==> src/inc/spc_pkg.sv <==
// What this block does
// - bit_order_select 0 sends MSB first, 1 sends LSB first
// - master with SS input low and not ignored drops to slave, sets flag
// - select_line_ignore 1 keeps master operation whatever SS does
// - sck_rate_double doubles the prescaled SCK rate in master operation
// - sck_rate_divider picks peripheral_clock divide by 4, 16, 64 or 128
// - enable bit 1 turns the SPI on, 0 turns it off
// - buffered_operation_on gives two rx buffers, one tx buffer, split flags
// - wait-first-receive 0: buffer moves after one transfer, first is dummy
// - wait-first-receive 1: first write with SS high loads shifter directly
// - mode field picks SCK polarity and sample or setup on leading edge
// - SCK idles low for rising-lead modes, high for falling-lead modes
// - four buffered irq enables act only buffered, read zero otherwise
// - unbuffered, legacy_irq_on raises irq while the transfer flag is set
// - buffered, rx flag set while rx data unread, clears when empty
// - buffered, rx flag also cleared by writing one to it
// - unbuffered, transfer flag set when a whole byte has shifted
// - unbuffered flag cleared by vector ack or flag read then data access
// - irq stays high while an enabled flag stays set
// - unbuffered, data write during a transfer sets the collision flag
// - buffered, holding-empty clears on data write unless loaded direct, sets when moved
// - buffered, overrun set when both rx buffers full and third arrives
package spc_pkg;
  localparam int ADDR_W = 3;
  localparam logic [2:0] A_CORE = 3'h0;
  localparam logic [2:0] A_MODE = 3'h1;
  localparam logic [2:0] A_IEN = 3'h2;
  localparam logic [2:0] A_FLAG = 3'h3;
  localparam logic [2:0] A_DATA = 3'h4;
  localparam logic [7:0] REG_RST = 8'h00;
  localparam logic [7:0] CORE_MASK = 8'h77;
  localparam logic [7:0] MODE_MASK = 8'hC7;
  localparam logic [7:0] IEN_MASK = 8'hF1;
  localparam int B_BIT_ORDER_SELECT = 6;
  localparam int B_MST = 5;
  localparam int B_DBL = 4;
  localparam int B_PRE = 1;
  localparam int B_EN = 0;
  localparam int B_BUF = 7;
  localparam int B_BWR = 6;
  localparam int B_SSD = 2;
  localparam int B_CPOL = 1;
  localparam int B_CPHA = 0;
  localparam int F_RXC = 7;
  localparam int F_TXC = 6;
  localparam int F_DRE = 5;
  localparam int F_SSI = 4;
  localparam int F_OVF = 0;
  localparam int IE_LEG = 0;
  // half of each SCK period, in peripheral clocks
  localparam logic [6:0] HALF_DIV4 = 7'h02;
  localparam logic [6:0] HALF_DIV16 = 7'h08;
  localparam logic [6:0] HALF_DIV64 = 7'h20;
  localparam logic [6:0] HALF_DIV128 = 7'h40;
  localparam logic [3:0] LAST_EDGE = 4'hF;
  localparam logic [1:0] RX_FULL = 2'h2;
  typedef enum logic [2:0] {
    ST_IDLE = 3'h1,
    ST_MXFER = 3'h2,
    ST_SXFER = 3'h4
  } spc_state_t;
endpackage

==> src/inc/spc_rate_if.sv <==
`timescale 1ns/1ps
interface spc_rate_if;
  logic [1:0] sck_rate_divider;
  logic dbl;
  logic run;
  logic tick;
  modport gen (input sck_rate_divider, input dbl, input run, output tick);
  modport user (output sck_rate_divider, output dbl, output run, input tick);
endinterface // spc_rate_if

==> src/hdl/spc_sck_div.sv <==
`timescale 1ns/1ps
module spc_sck_div #(
  parameter int CNT_W = 7
) (
  input wire logic mclk,
  input wire logic rst_n,
  spc_rate_if.gen rate
);
  import spc_pkg::*;

  logic [CNT_W-1:0] cnt;
  logic [CNT_W-1:0] gap;
  logic gap_ok;
  logic [6:0] half_base;
  logic [CNT_W-1:0] half;
  wire at_end = (cnt == half - CNT_W'(1));

  assign half_base = (rate.sck_rate_divider == 2'h0) ? HALF_DIV4 :
                     (rate.sck_rate_divider == 2'h1) ? HALF_DIV16 :
                     (rate.sck_rate_divider == 2'h2) ? HALF_DIV64 : HALF_DIV128;
  // doubling halves each SCK half period
  assign half = rate.dbl ? CNT_W'(half_base >> 1) : CNT_W'(half_base);

  always_ff @(posedge mclk or negedge rst_n) begin
    if (!rst_n) begin
      cnt <= '0;
      rate.tick <= 1'b0;
    end else if (!rate.run || at_end) begin
      cnt <= '0;
      rate.tick <= rate.run;
    end else begin
      cnt <= cnt + CNT_W'(1);
      rate.tick <= 1'b0;
    end
  end

  // helper: cycles since the previous tick
  always_ff @(posedge mclk or negedge rst_n) begin
    if (!rst_n) begin
      gap <= '0;
      gap_ok <= 1'b0;
    end else begin
      gap <= rate.tick ? '0 : gap + CNT_W'(1);
      gap_ok <= rate.run && (gap_ok || rate.tick);
    end
  end
endmodule // spc_sck_div

==> src/hdl/spc_ctl.sv <==
// The plain strobed port was decided locally.
`timescale 1ns/1ps
module spc_ctl (
  input wire logic mclk,
  input wire logic rst_n,
  input wire logic [spc_pkg::ADDR_W-1:0] addr,
  input wire logic [7:0] wdata,
  input wire logic wr,
  input wire logic rd,
  output logic [7:0] rdata,
  input wire logic ss_is_input,
  input wire logic ss_pin,
  input wire logic irq_ack,
  input wire logic sck_i,
  output logic sck_o,
  output logic sck_oe,
  input wire logic mosi_i,
  output logic mosi_o,
  output logic mosi_oe,
  input wire logic miso_i,
  output logic miso_o,
  output logic miso_oe,
  output logic irq
);
  import spc_pkg::*;

  logic [7:0] core;
  logic [7:0] mcfg;
  logic [7:0] ien;
  logic f_rxc;
  logic f_txc;
  logic f_ssi;
  logic f_ovf;
  logic arm_rxc;
  logic arm_txc;
  logic [7:0] sh;
  logic [7:0] txb;
  logic [7:0] rx1;
  logic [7:0] rx2;
  logic txb_full;
  logic inb;
  logic [1:0] rxcnt;
  logic [3:0] ecnt;
  spc_state_t state;
  spc_state_t next_state;
  logic ss_q1;
  logic ss_q2;
  logic sck_q1;
  logic sck_q2;
  logic sck_q3;
  logic mosi_q1;
  logic mosi_q2;
  logic miso_q1;
  logic miso_q2;

  spc_rate_if rate_if ();

  spc_sck_div #(.CNT_W(7)) u_div (
    .mclk(mclk),
    .rst_n(rst_n),
    .rate(rate_if.gen)
  );

  function automatic logic [7:0] shf(input logic [7:0] v, input logic b,
                                     input logic lsb);
    shf = lsb ? {b, v[7:1]} : {v[6:0], b};
  endfunction

  wire en = core[B_EN];
  wire mst = core[B_MST];
  wire bit_order_select = core[B_BIT_ORDER_SELECT];
  wire buf_on = mcfg[B_BUF];
  wire bwr = mcfg[B_BWR];
  wire select_line_ignore = mcfg[B_SSD];
  wire cpol = mcfg[B_CPOL];
  wire cpha = mcfg[B_CPHA];
  wire idle = (state == ST_IDLE);
  wire m_busy = (state == ST_MXFER);
  wire s_busy = (state == ST_SXFER);

  assign rate_if.sck_rate_divider = core[B_PRE +: 2];
  assign rate_if.dbl = core[B_DBL];
  assign rate_if.run = m_busy;

  wire wr_core = wr && (addr == A_CORE);
  wire wr_mode = wr && (addr == A_MODE);
  wire wr_ien = wr && (addr == A_IEN);
  wire wr_flag = wr && (addr == A_FLAG);
  wire wr_data = wr && (addr == A_DATA) && en;
  wire rd_flag = rd && (addr == A_FLAG);
  wire acc_data = (wr || rd) && (addr == A_DATA);

  // SS low forces master back to slave
  wire fault = en && mst && ss_is_input && !select_line_ignore && !ss_q2;

  // edges from the divider or the synced SCK pin
  wire edge_ev = (m_busy && rate_if.tick) || (s_busy && (sck_q2 ^ sck_q3));
  wire ein = m_busy ? miso_q2 : mosi_q2;
  wire sample = edge_ev && (ecnt[0] == cpha);
  wire setup = edge_ev && !sample;
  wire done = edge_ev && (ecnt == LAST_EDGE);
  wire [7:0] rx_byte = shf(sh, cpha ? ein : inb, bit_order_select);
  // outgoing bit taken from the end chosen by bit order
  wire outb = bit_order_select ? sh[0] : sh[7];

  wire reload = buf_on && txb_full;
  // first write with SS high goes straight to the shifter
  wire direct = buf_on && bwr && ss_q2 && idle && !txb_full;
  // otherwise a buffered write waits in the holding register
  wire accept_buf = wr_data && buf_on && !txb_full && !direct;
  wire load_now = wr_data && idle && (!buf_on || direct);
  wire m_start = mst && idle && wr_data && (!buf_on || !txb_full);
  // write while a byte is still shifting
  wire coll = wr_data && !buf_on && !idle;
  wire dre = buf_on && !txb_full;

  wire rx_pop = rd && (addr == A_DATA) && buf_on && (rxcnt != 2'h0);
  wire rx_push = done && buf_on && ((rxcnt != RX_FULL) || rx_pop);
  wire ovf_ev = done && buf_on && (rxcnt == RX_FULL) && !rx_pop;
  wire [1:0] cnt_pop = rxcnt - {1'b0, rx_pop};

  // buffered rx flag follows unread data
  wire rx_empty = rx_pop && (rxcnt == 2'h1) && !rx_push;
  wire w1c_rxc = wr_flag && wdata[F_RXC];
  wire w1c_txc = wr_flag && wdata[F_TXC];
  wire w1c_ssi = wr_flag && wdata[F_SSI];
  // transfer end, or mode fault in unbuffered operation
  wire set_rxc = done || (fault && !buf_on);
  // unbuffered: vector ack, or flag read then data access; buffered: write one or empty
  wire clr_rxc = buf_on ? (w1c_rxc || rx_empty)
                        : (irq_ack || (arm_rxc && acc_data));
  wire set_txc = buf_on ? (done && !reload) : coll;
  wire clr_txc = buf_on ? w1c_txc : (arm_txc && acc_data);

  // buffered enables only count in buffered operation
  wire [3:0] src_buf = ien[7:4] & {f_rxc, f_txc, dre, f_ssi};
  // level request while an enabled flag is set
  wire irq_src = buf_on ? (|src_buf) : (ien[IE_LEG] && f_rxc);

  wire [7:0] flags_rd = buf_on ? {f_rxc, f_txc, dre, f_ssi, 3'h0, f_ovf}
                               : {f_rxc, f_txc, 6'h00};
  wire [7:0] ien_rd = buf_on ? ien : {4'h0, ien[3:0]};
  wire [7:0] rd_mux = (addr == A_CORE) ? core :
                      (addr == A_MODE) ? mcfg :
                      (addr == A_IEN) ? ien_rd :
                      (addr == A_FLAG) ? flags_rd :
                      (addr == A_DATA) ? rx2 : 8'h00;

  // pin synchronisers; the first stage feeds only the second
  always_ff @(posedge mclk or negedge rst_n) begin
    if (!rst_n) begin
      {ss_q1, ss_q2} <= 2'h3;
      {sck_q1, sck_q2, sck_q3} <= 3'h0;
      {mosi_q1, mosi_q2, miso_q1, miso_q2} <= 4'h0;
    end else begin
      {ss_q1, ss_q2} <= {ss_pin, ss_q1};
      {sck_q1, sck_q2, sck_q3} <= {sck_i, sck_q1, sck_q2};
      {mosi_q1, mosi_q2} <= {mosi_i, mosi_q1};
      {miso_q1, miso_q2} <= {miso_i, miso_q1};
    end
  end

  always_comb begin
    next_state = state;
    case (state)
      ST_IDLE: begin
        if (m_start) begin
          next_state = ST_MXFER;
        end else if (!mst && !ss_q2) begin
          next_state = ST_SXFER;
        end
      end
      ST_MXFER: begin
        if (fault || (done && !reload)) begin
          next_state = ST_IDLE;
        end
      end
      // SS high halts the slave, a partial byte is lost
      ST_SXFER: begin
        if (ss_q2) begin
          next_state = ST_IDLE;
        end
      end
      default: next_state = ST_IDLE;
    endcase
    if (!en) begin
      next_state = ST_IDLE;
    end
  end

  always_ff @(posedge mclk or negedge rst_n) begin
    if (!rst_n) begin
      state <= ST_IDLE;
      ecnt <= 4'h0;
    end else begin
      state <= next_state;
      ecnt <= idle ? 4'h0 : (edge_ev ? ecnt + 4'h1 : ecnt);
    end
  end

  // capture on sample edges, shift on setup edges
  always_ff @(posedge mclk or negedge rst_n) begin
    if (!rst_n) begin
      sh <= 8'h00;
      inb <= 1'b0;
    end else begin
      if (sample) begin
        inb <= ein;
      end
      if (load_now) begin
        sh <= wdata;
      end else if (done) begin
        sh <= reload ? txb : rx_byte;
      end else if (setup && (ecnt != 4'h0)) begin
        sh <= shf(sh, inb, bit_order_select);
      end
    end
  end

  // holding register empties into the shifter at byte end
  always_ff @(posedge mclk or negedge rst_n) begin
    if (!rst_n) begin
      txb <= 8'h00;
      txb_full <= 1'b0;
    end else begin
      if (done && reload) begin
        txb_full <= 1'b0;
      end
      if (accept_buf) begin
        txb <= wdata;
        txb_full <= 1'b1;
      end
    end
  end

  // reading moves the first rx buffer into the second
  always_ff @(posedge mclk or negedge rst_n) begin
    if (!rst_n) begin
      rx1 <= 8'h00;
      rx2 <= 8'h00;
      rxcnt <= 2'h0;
    end else begin
      if (rx_pop && (rxcnt == RX_FULL)) begin
        rx2 <= rx1;
      end
      if (done && !buf_on) begin
        rx2 <= rx_byte;
      end else if (rx_push && (cnt_pop == 2'h0)) begin
        rx2 <= rx_byte;
      end else if (rx_push) begin
        rx1 <= rx_byte;
      end
      rxcnt <= buf_on ? cnt_pop + {1'b0, rx_push} : 2'h0;
    end
  end

  // hardware set wins over any clear in the same cycle
  always_ff @(posedge mclk or negedge rst_n) begin
    if (!rst_n) begin
      {f_rxc, f_txc, f_ssi, f_ovf} <= 4'h0;
      {arm_rxc, arm_txc} <= 2'h0;
    end else begin
      f_rxc <= set_rxc || (f_rxc && !clr_rxc);
      f_txc <= set_txc || (f_txc && !clr_txc);
      f_ssi <= (fault && buf_on) || (f_ssi && !w1c_ssi);
      f_ovf <= ovf_ev || (f_ovf && !rx_pop);
      if (rd_flag) begin
        arm_rxc <= f_rxc && !buf_on;
        arm_txc <= f_txc && !buf_on;
      end else if (acc_data) begin
        {arm_rxc, arm_txc} <= 2'h0;
      end
    end
  end

  // fault clears master; only software sets it again
  always_ff @(posedge mclk or negedge rst_n) begin
    if (!rst_n) begin
      core <= REG_RST;
      mcfg <= REG_RST;
      ien <= REG_RST;
    end else begin
      if (wr_core) begin
        core <= wdata & CORE_MASK;
      end
      if (fault) begin
        core[B_MST] <= 1'b0;
      end
      if (wr_mode) begin
        mcfg <= wdata & MODE_MASK;
      end
      if (wr_ien) begin
        ien <= wdata & IEN_MASK;
      end
    end
  end

  // pins; SCK rests at the polarity level
  always_ff @(posedge mclk or negedge rst_n) begin
    if (!rst_n) begin
      sck_o <= 1'b0;
      {sck_oe, mosi_oe, miso_oe} <= 3'h0;
      {mosi_o, miso_o, irq} <= 3'h0;
      rdata <= 8'h00;
    end else begin
      sck_o <= m_busy ? (sck_o ^ rate_if.tick) : cpol;
      sck_oe <= en && mst;
      mosi_oe <= en && mst;
      miso_oe <= en && !mst && !ss_q2;
      mosi_o <= outb;
      miso_o <= outb;
      irq <= irq_src;
      rdata <= rd ? rd_mux : 8'h00;
    end
  end
endmodule // spc_ctl

==> config.mk <==
export PLATFORM = sky130hd
export DESIGN_NAME = spc_ctl
export DESIGN_NICKNAME = d
export VERILOG_FILES = /design/src/inc/spc_pkg.sv /design/src/inc/spc_rate_if.sv /design/src/hdl/spc_sck_div.sv /design/src/hdl/spc_ctl.sv
export SDC_FILE = /design/constraint.sdc
export NUM_CORES = 1
export LEC_CHECK = 0
export BUFFER_PORTS_ARGS = -buffer_cell sky130_fd_sc_hd__buf_2
export CORE_MARGIN = 5
export CORE_UTILIZATION = 54
export DETAILED_ROUTE_END_ITERATION = 6
export PLACE_DENSITY = 0.82
export SLEW_MARGIN = 20
export SYNTH_ARGS = -nofsm -noshare
export SYNTH_HDL_FRONTEND = slang
export SYNTH_HIERARCHICAL = 1
export SYNTH_SLANG_ARGS = --single-unit
export TNS_END_PERCENT = 100
==> constraint.sdc <==
create_clock -name mclk -period 2.9 [get_ports mclk]
set_input_delay 0.29 -clock mclk [delete_from_list [all_inputs] [get_ports mclk]]
set_output_delay 0.29 -clock mclk [all_outputs]
set_load 0.02 [all_outputs]
==> results of run 1 <==
## worst reg2reg max path: stages (launching register included)
cell and delay (ns):
dfrtp_1 0.43, or3_1 0.39, ha_1 0.28, xor2_1 0.18, a211oi_1 0.20, or4b_4 0.51, o41ai_4 0.48, nor2_1 0.10
## power by group
group / total, mW / switching (mW) / internal (mW)
combinational: 0.865 / 0.492 / 0.373
clock: 0.953 / 0.464 / 0.488
sequential: 1.73 / 0.198 / 1.53
total: 3.54 / 1.15 / 2.39
## sequential cells by signal, indices dropped and copies added (netlist names), 6 cells and up
| name | cells |
|---|---|
| sh | 8 |
| rx1 | 8 |
| txb | 8 |
| rx2 | 8 |
| core | 6 |
| rdata | 8 |
| u_div/cnt | 7 |
## worst max path at each step
stage            start      endpoint  slack [ns]  depth (start not counted)
3_5_place_dp   core[2]  u_div/cnt[3]        0.17                          7
6_report       core[2]  u_div/cnt[2]        0.21                          7
3_3_place_gp   core[2]  u_div/cnt[2]        0.25                          7
4_1_cts        core[2]  u_div/cnt[2]        0.16                          7
5_1_grt        core[2]  u_div/cnt[2]        0.01                          7
2_1_floorplan  core[2]  u_div/cnt[2]        0.25                          8
## logic make-up (layout without fill, tap and decap cells)
family / Yosys count / in the layout / synth area share, %
compound gates: 92 / 92 / 13.06
xor+xnor: 17 / 17 / 3.089
fa+ha+maj: 6 / 6 / 1.558
buf+inv: 39 / 77 / 3.582
flops: 95 / 95 / 49.40
mux: 56 / 56 / 12.59
simple gates: 149 / 149 / 16.72
## placed cells by master (no fill, tap or decap), drive strengths merged, types with 3 or more instances in the layout
master  count
inv        18
o211ai     11
o22ai       3
nand2b     12
dfrtp      92
and3        3
nand3b      5
and2        9
clkbuf     11
mux2       37
a21oi      18
xor2        6
nor3        8
buf        44
a211oi      7
xnor2      11
a31oi       4
ha          6
mux2i      19
nor3b       4
nor2       32
o21ai      31
nand2      34
nand3      26
dfstp       3
or3         3
nor4bb      4
## per-layer routing
metal,track usage (%),part of all wire [%],vias to the layer above
met4,8.048,2.2,0
met5,0,0,-
met1,29.08,43,1818
li1,-,-,1678
met3,3.352,5.6,22
met2,33.71,49,140
## through the flow
stage                     area [um^2]  std cells  hold slack, ns
after floorplan                  4820        454       -0.005591
after global placement           5104        584          0.3352
after detailed placement         5104        584          0.3364
after CTS                        5316        600         0.01396
after global routing             5316        600        0.009870
final                            5316        600        0.002333
## area by class of cell
cell class                      instances  area (um^2)  share of cell area, %
Multi-Input combinational cell        320         2266                  42.62
Tap cell                              108        135.1                  2.542
Inverter                               17        63.81                  1.200
Clock inverter                          5        81.33                  1.530
Timing Repair Buffer                   44        257.7                  4.848
Sequential cell                        95         2381                  44.79
Clock buffer                           11        131.4                  2.471
==> flow_summary.json, run 1 <==
{
  "start_util_pct": 55.27,
  "port_buffers": 35,
  "cts_tree": "done",
  "cp.arrival_ns": 2.93,
  "vias": 3658,
  "ys_seq_area_share_pct": 49.40,
  "status": "finished clean",
  "path_clk_slew_ns": 0.09,
  "yosys-top-cells-area": "dfrtp_1 (48%), mux2_2 (8.6%), mux2i_1 (3.9%)",
  "clk-insertion-delay-late_ns": 0.36,
  "tns_ns": 0,
  "die_h_um": 104.5,
  "slew_headroom_pct": 36.97,
  "powerDensity_nw_per_um2": 666.7,
  "firstDrtPassIters": 5,
  "fill_cells": 668,
  "n_antenna_cell": 0,
  "setup_slack_ns": 0.2072,
  "ys_seq_elements": 95,
  "grt_pass1_wl_mm": 18.72,
  "power.total_mw": 3.544,
  "numCtsBuffers": 9,
  "syn_to_final_growth_pct": 10.31,
  "finClkSkew_ns": 0.01127,
  "r2r_cells": 7,
  "layout_worst_path_cycle_share_pct": 92.86,
  "worstSetupPathType": "reg2reg",
  "ir_drop_mv": 0.4592,
  "synth-edff-count": 0,
  "cts.sinks": 95,
  "netlist-cell-type-count": 57,
  "worstSetupStartpointType": "flip-flop",
  "drt_iter0_markers": 226,
  "async_flop_share_pct": 100.0,
  "syn_area_per_cell_um2": 10.62,
  "worstPathRequired_ns": 3.14,
  "worst_slew_pin_slew_ns": 0.9324,
  "grt_pass1_vias": 3733,
  "timing.fmax_ghz": 0.3714,
  "crit_path_max_fanout": 7,
  "drive_above_1_share_pct": 22.56,
  "yosysWarnings": 6,
  "grt_max_degree": 64,
  "cp_slowest_cell": "or4b_4",
  "cpPeakStageDelay_ns": 0.51,
  "maxCapViolations": 0,
  "rsz0062_at_grt": "false",
  "r2r_setup_slack_ns": 0.21,
  "antenna_found_initial": 0,
  "cp-end-kind": "flip-flop",
  "synth_top_area_share_pct": 47.77,
  "cts_buffer_depth": 2,
  "p_leak_nw": 2.398,
  "dp_slack_ns": 0.1732,
  "yosysMostFrequentCell": "dfrtp_1",
  "critical_path.top_delay_family": "simple AND/OR/NAND/NOR gates",
  "grt_use_total_pct": 21.15,
  "postSynthCellCount": 454,
  "final_max_slew_viol_count": 0,
  "crit_chain": "or3_1 > ha_1 > xor2_1 > a211oi_1 > or4b_4 > o41ai_4 > nor2_1",
  "cts_htree_levels": 3,
  "io_pins": 36,
  "route.detailed.drc": 0,
  "place_hpwl_mm": 7.914,
  "grt_remaining_overflow": 0,
  "synth_area_leader_cell": "dfrtp_1",
  "synth_nets": 481,
  "gp_congestion": 0.8834,
  "syn_area_um2": 4820,
  "die_area_um2": 10920,
  "ant_nets": 0,
  "nNetsFinal": 514,
  "cts_setup_buffers": 0,
  "setup_viol": 0,
  "rows": 34,
  "synth.top_cells.by_count": "dfrtp_1 (92), mux2_2 (37), nand2_1 (34)",
  "regToRegStartpoint": "core[2]",
  "hold_buffers": 0,
  "core_um2": 8721,
  "hold_viol": 0,
  "avgRoutedWirePerCell_um": 18.41,
  "period_needed_ns": 2.693,
  "min_path_type": "in2async",
  "cts_root_buf": "clkbuf_8",
  "die_w_um": 104.5,
  "post_cts_resized": 0,
  "final_util_pct": 60.96,
  "ys.flop_type": "dfrtp_1",
  "rr_endpoint": "u_div/cnt[2]",
  "drt-total-wl_mm": 11.05,
  "viasPerCell": 6.097,
  "crit_buf_inv": 0
}
Note: power is estimated with default switching activity, not from simulation.
==> run 2, diff against run 1 <==
--- a/config.mk
+++ b/config.mk
@@ -6,6 +6,7 @@
 export NUM_CORES = 1
 export LEC_CHECK = 0
 export BUFFER_PORTS_ARGS = -buffer_cell sky130_fd_sc_hd__buf_2
+export CORE_ASPECT_RATIO = 1.25
 export CORE_MARGIN = 5
 export CORE_UTILIZATION = 54
 export DETAILED_ROUTE_END_ITERATION = 6
==> run 2 against run 1 <==
Effect of this change:
- the flow now finishes with violations (DRC)
- clock skew fell by 0.0011 ns
- hold slack improved by 0.019 ns
- die area rose by 0.11%
- power fell by 3.0%
- combinational power fell by 0.6%
- routed wire length barely moved
- clock power fell by 11%
- worst setup slack got worse by 0.019 ns
- final cell count rose by 2.0%
- critical path type unchanged
- critical endpoint is now u_div/cnt[6]
==> flow_summary.json, run 2 (synthesized netlist as in run 1, its figures left out) <==
{
  "min_path_type": "in2reg",
  "final_common_cell": "dfrtp_1",
  "numCtsBuffers": 9,
  "maxCapViolations": 0,
  "core_um2": 8701,
  "route.detailed.drc": 1,
  "ir_drop_mv": 0.2768,
  "rows": 38,
  "cts_tree": "done",
  "setup_viol": 0,
  "viasPerCell": 5.936,
  "port_buffers": 35,
  "firstDrtPassIters": 7,
  "cts_htree_levels": 3,
  "intPower_mw": 2.317,
  "vias": 3633,
  "crit_path_max_fanout": 10,
  "pwr-share-clk_pct": 24.6,
  "final_cell_mix": "dfrtp_1 (91), mux2_2 (37), nand2_1 (34), buf_2 (34)",
  "start_util_pct": 55.39,
  "violations": "DRC",
  "p_leak_nw": 2.392,
  "power.total_mw": 3.438,
  "placed_cells": 597,
  "die_h_um": 115.6,
  "grt_use_total_pct": 22.17,
  "cp.arrival_ns": 2.95,
  "worst_slew_pin_slew_ns": 1.009,
  "grt_remaining_overflow": 0,
  "cts_root_buf": "clkbuf_8",
  "gp_congestion": 0.8598,
  "drt-total-wl_mm": 11.05,
  "die_w_um": 94.50,
  "layout_worst_path_cycle_share_pct": 93.52,
  "finClkSkew_ns": 0.01019,
  "power.switching_mw": 1.120,
  "clk-insertion-delay-late_ns": 0.37,
  "n_antenna_cell": 0,
  "worstSetupPathType": "reg2reg",
  "cts_setup_buffers": 0,
  "cts.sinks": 95,
  "whs_ns": 0.02169,
  "syn_to_final_growth_pct": 10.36,
  "path_clk_slew_ns": 0.08,
  "powerDensity_nw_per_um2": 646.3,
  "grt_max_degree": 54,
  "rsz0062_at_grt": "false",
  "stdcell_count": 612,
  "avgRoutedWirePerCell_um": 18.05,
  "tns_ns": 0,
  "timing.fmax_ghz": 0.3687,
  "final_max_slew_viol_count": 0,
  "drive_above_1_share_pct": 22.56,
  "slew_headroom_pct": 31.79,
  "place_hpwl_mm": 7.981,
  "io_pins": 36,
  "p_comb_share_pct": 25.0,
  "grt_pass1_wl_mm": 18.68,
  "worstPathRequired_ns": 3.14,
  "nNetsFinal": 516,
  "swShare_pct": 32.59,
  "cts_buffer_depth": 2,
  "ant_nets": 0,
  "period_needed_ns": 2.712,
  "grt_pass1_vias": 3752,
  "worstSetupStartpointType": "flip-flop",
  "hold_viol": 0,
  "status": "complete, but fails checks",
  "cp-end-kind": "flip-flop",
  "antenna_found_initial": 0,
  "seqPwrFrac_pct": 50.4,
  "die_area_um2": 10930,
  "drt_iter0_markers": 297
}
[run 2: cell count changes in the layout (fill, tap and decap cells not counted), sizes merged]
cell,delta
clkinvlp,-1
clkbuf,+2
inv,-1
clkinv,-1
bufinv,-1
buf,+1
dlygate4sd3,+1
[run 2: path summary, 6_finish.rpt]
path	start	to	slack, ns	cells past startpoint
max	core[1]	u_div/cnt[6]	0.19	7
min	ss_pin	ss_q1	0.02	1
max reg2reg	core[1]	u_div/cnt[6]	0.19	7
min reg2reg	sck_q1	sck_q2	0.35	0
max in group asynchronous	rst_n	core[1]	1.71	3
min in group asynchronous	rst_n	ecnt[3]	0.52	2
[run 2: through the flow]
step	setup slack, ns	cell area, um^2	util (%)
after global routing	0.02804	5319	61.13
after CTS	0.09879	5315	61.09
final	0.1878	5319	61.13
after global placement	0.2123	5126	58.92
after detailed placement	0.1065	5126	58.92
after floorplan	0.2468	4820	-
[run 2: cell type report]
class,instances,area (um^2)
flip-flops and latches,95,2382
inverters,17,63.81
repair buffers,46,275.3
fillers,706,3382
clock inverters,1,30.03
well taps,120,150.1
clock buffers,13,148.9
multi-input cells,320,2268
[run 2: critical path: stages (launching register included)]
cell      delay, ns
dfrtp_2        0.47
or3_1          0.37
ha_1           0.28
xor2_1         0.18
a211oi_1       0.21
or4b_4         0.51
o41ai_4        0.45
nor2_1         0.10
[run 2: timing repair]
item,CTS,global route
hold endpoints to repair,49,0
endpoints found under the setup margin,0,7
hold buffers,1,0
resized for setup,0,2
[run 2: power by group through the flow]
| stage | clock, mW | combinational (mW) | sequential [mW] |
|---|---|---|---|
| after floorplan | 0 | 0.615 | 1.71 |
| after global placement | 0 | 0.812 | 1.73 |
| after detailed placement | 0 | 0.848 | 1.75 |
| after CTS | 0.853 | 0.859 | 1.72 |
| after global routing | 0.913 | 0.942 | 1.76 |
| final | 0.844 | 0.860 | 1.73 |
[run 2: per-layer routing]
| metal | part of all wire (%) | vias up | GRT usage (%) | wire length (um) |
|---|---|---|---|---|
| met1 | 41 | 1755 | 27.30 | 4479 |
| met3 | 5.5 | 37 | 4.545 | 611 |
| met2 | 51 | 157 | 36.98 | 5578 |
| met5 | 0 | - | 0 | 0 |
| li1 | - | 1684 | - | - |
| met4 | 3.4 | 0 | 11.16 | 376 |
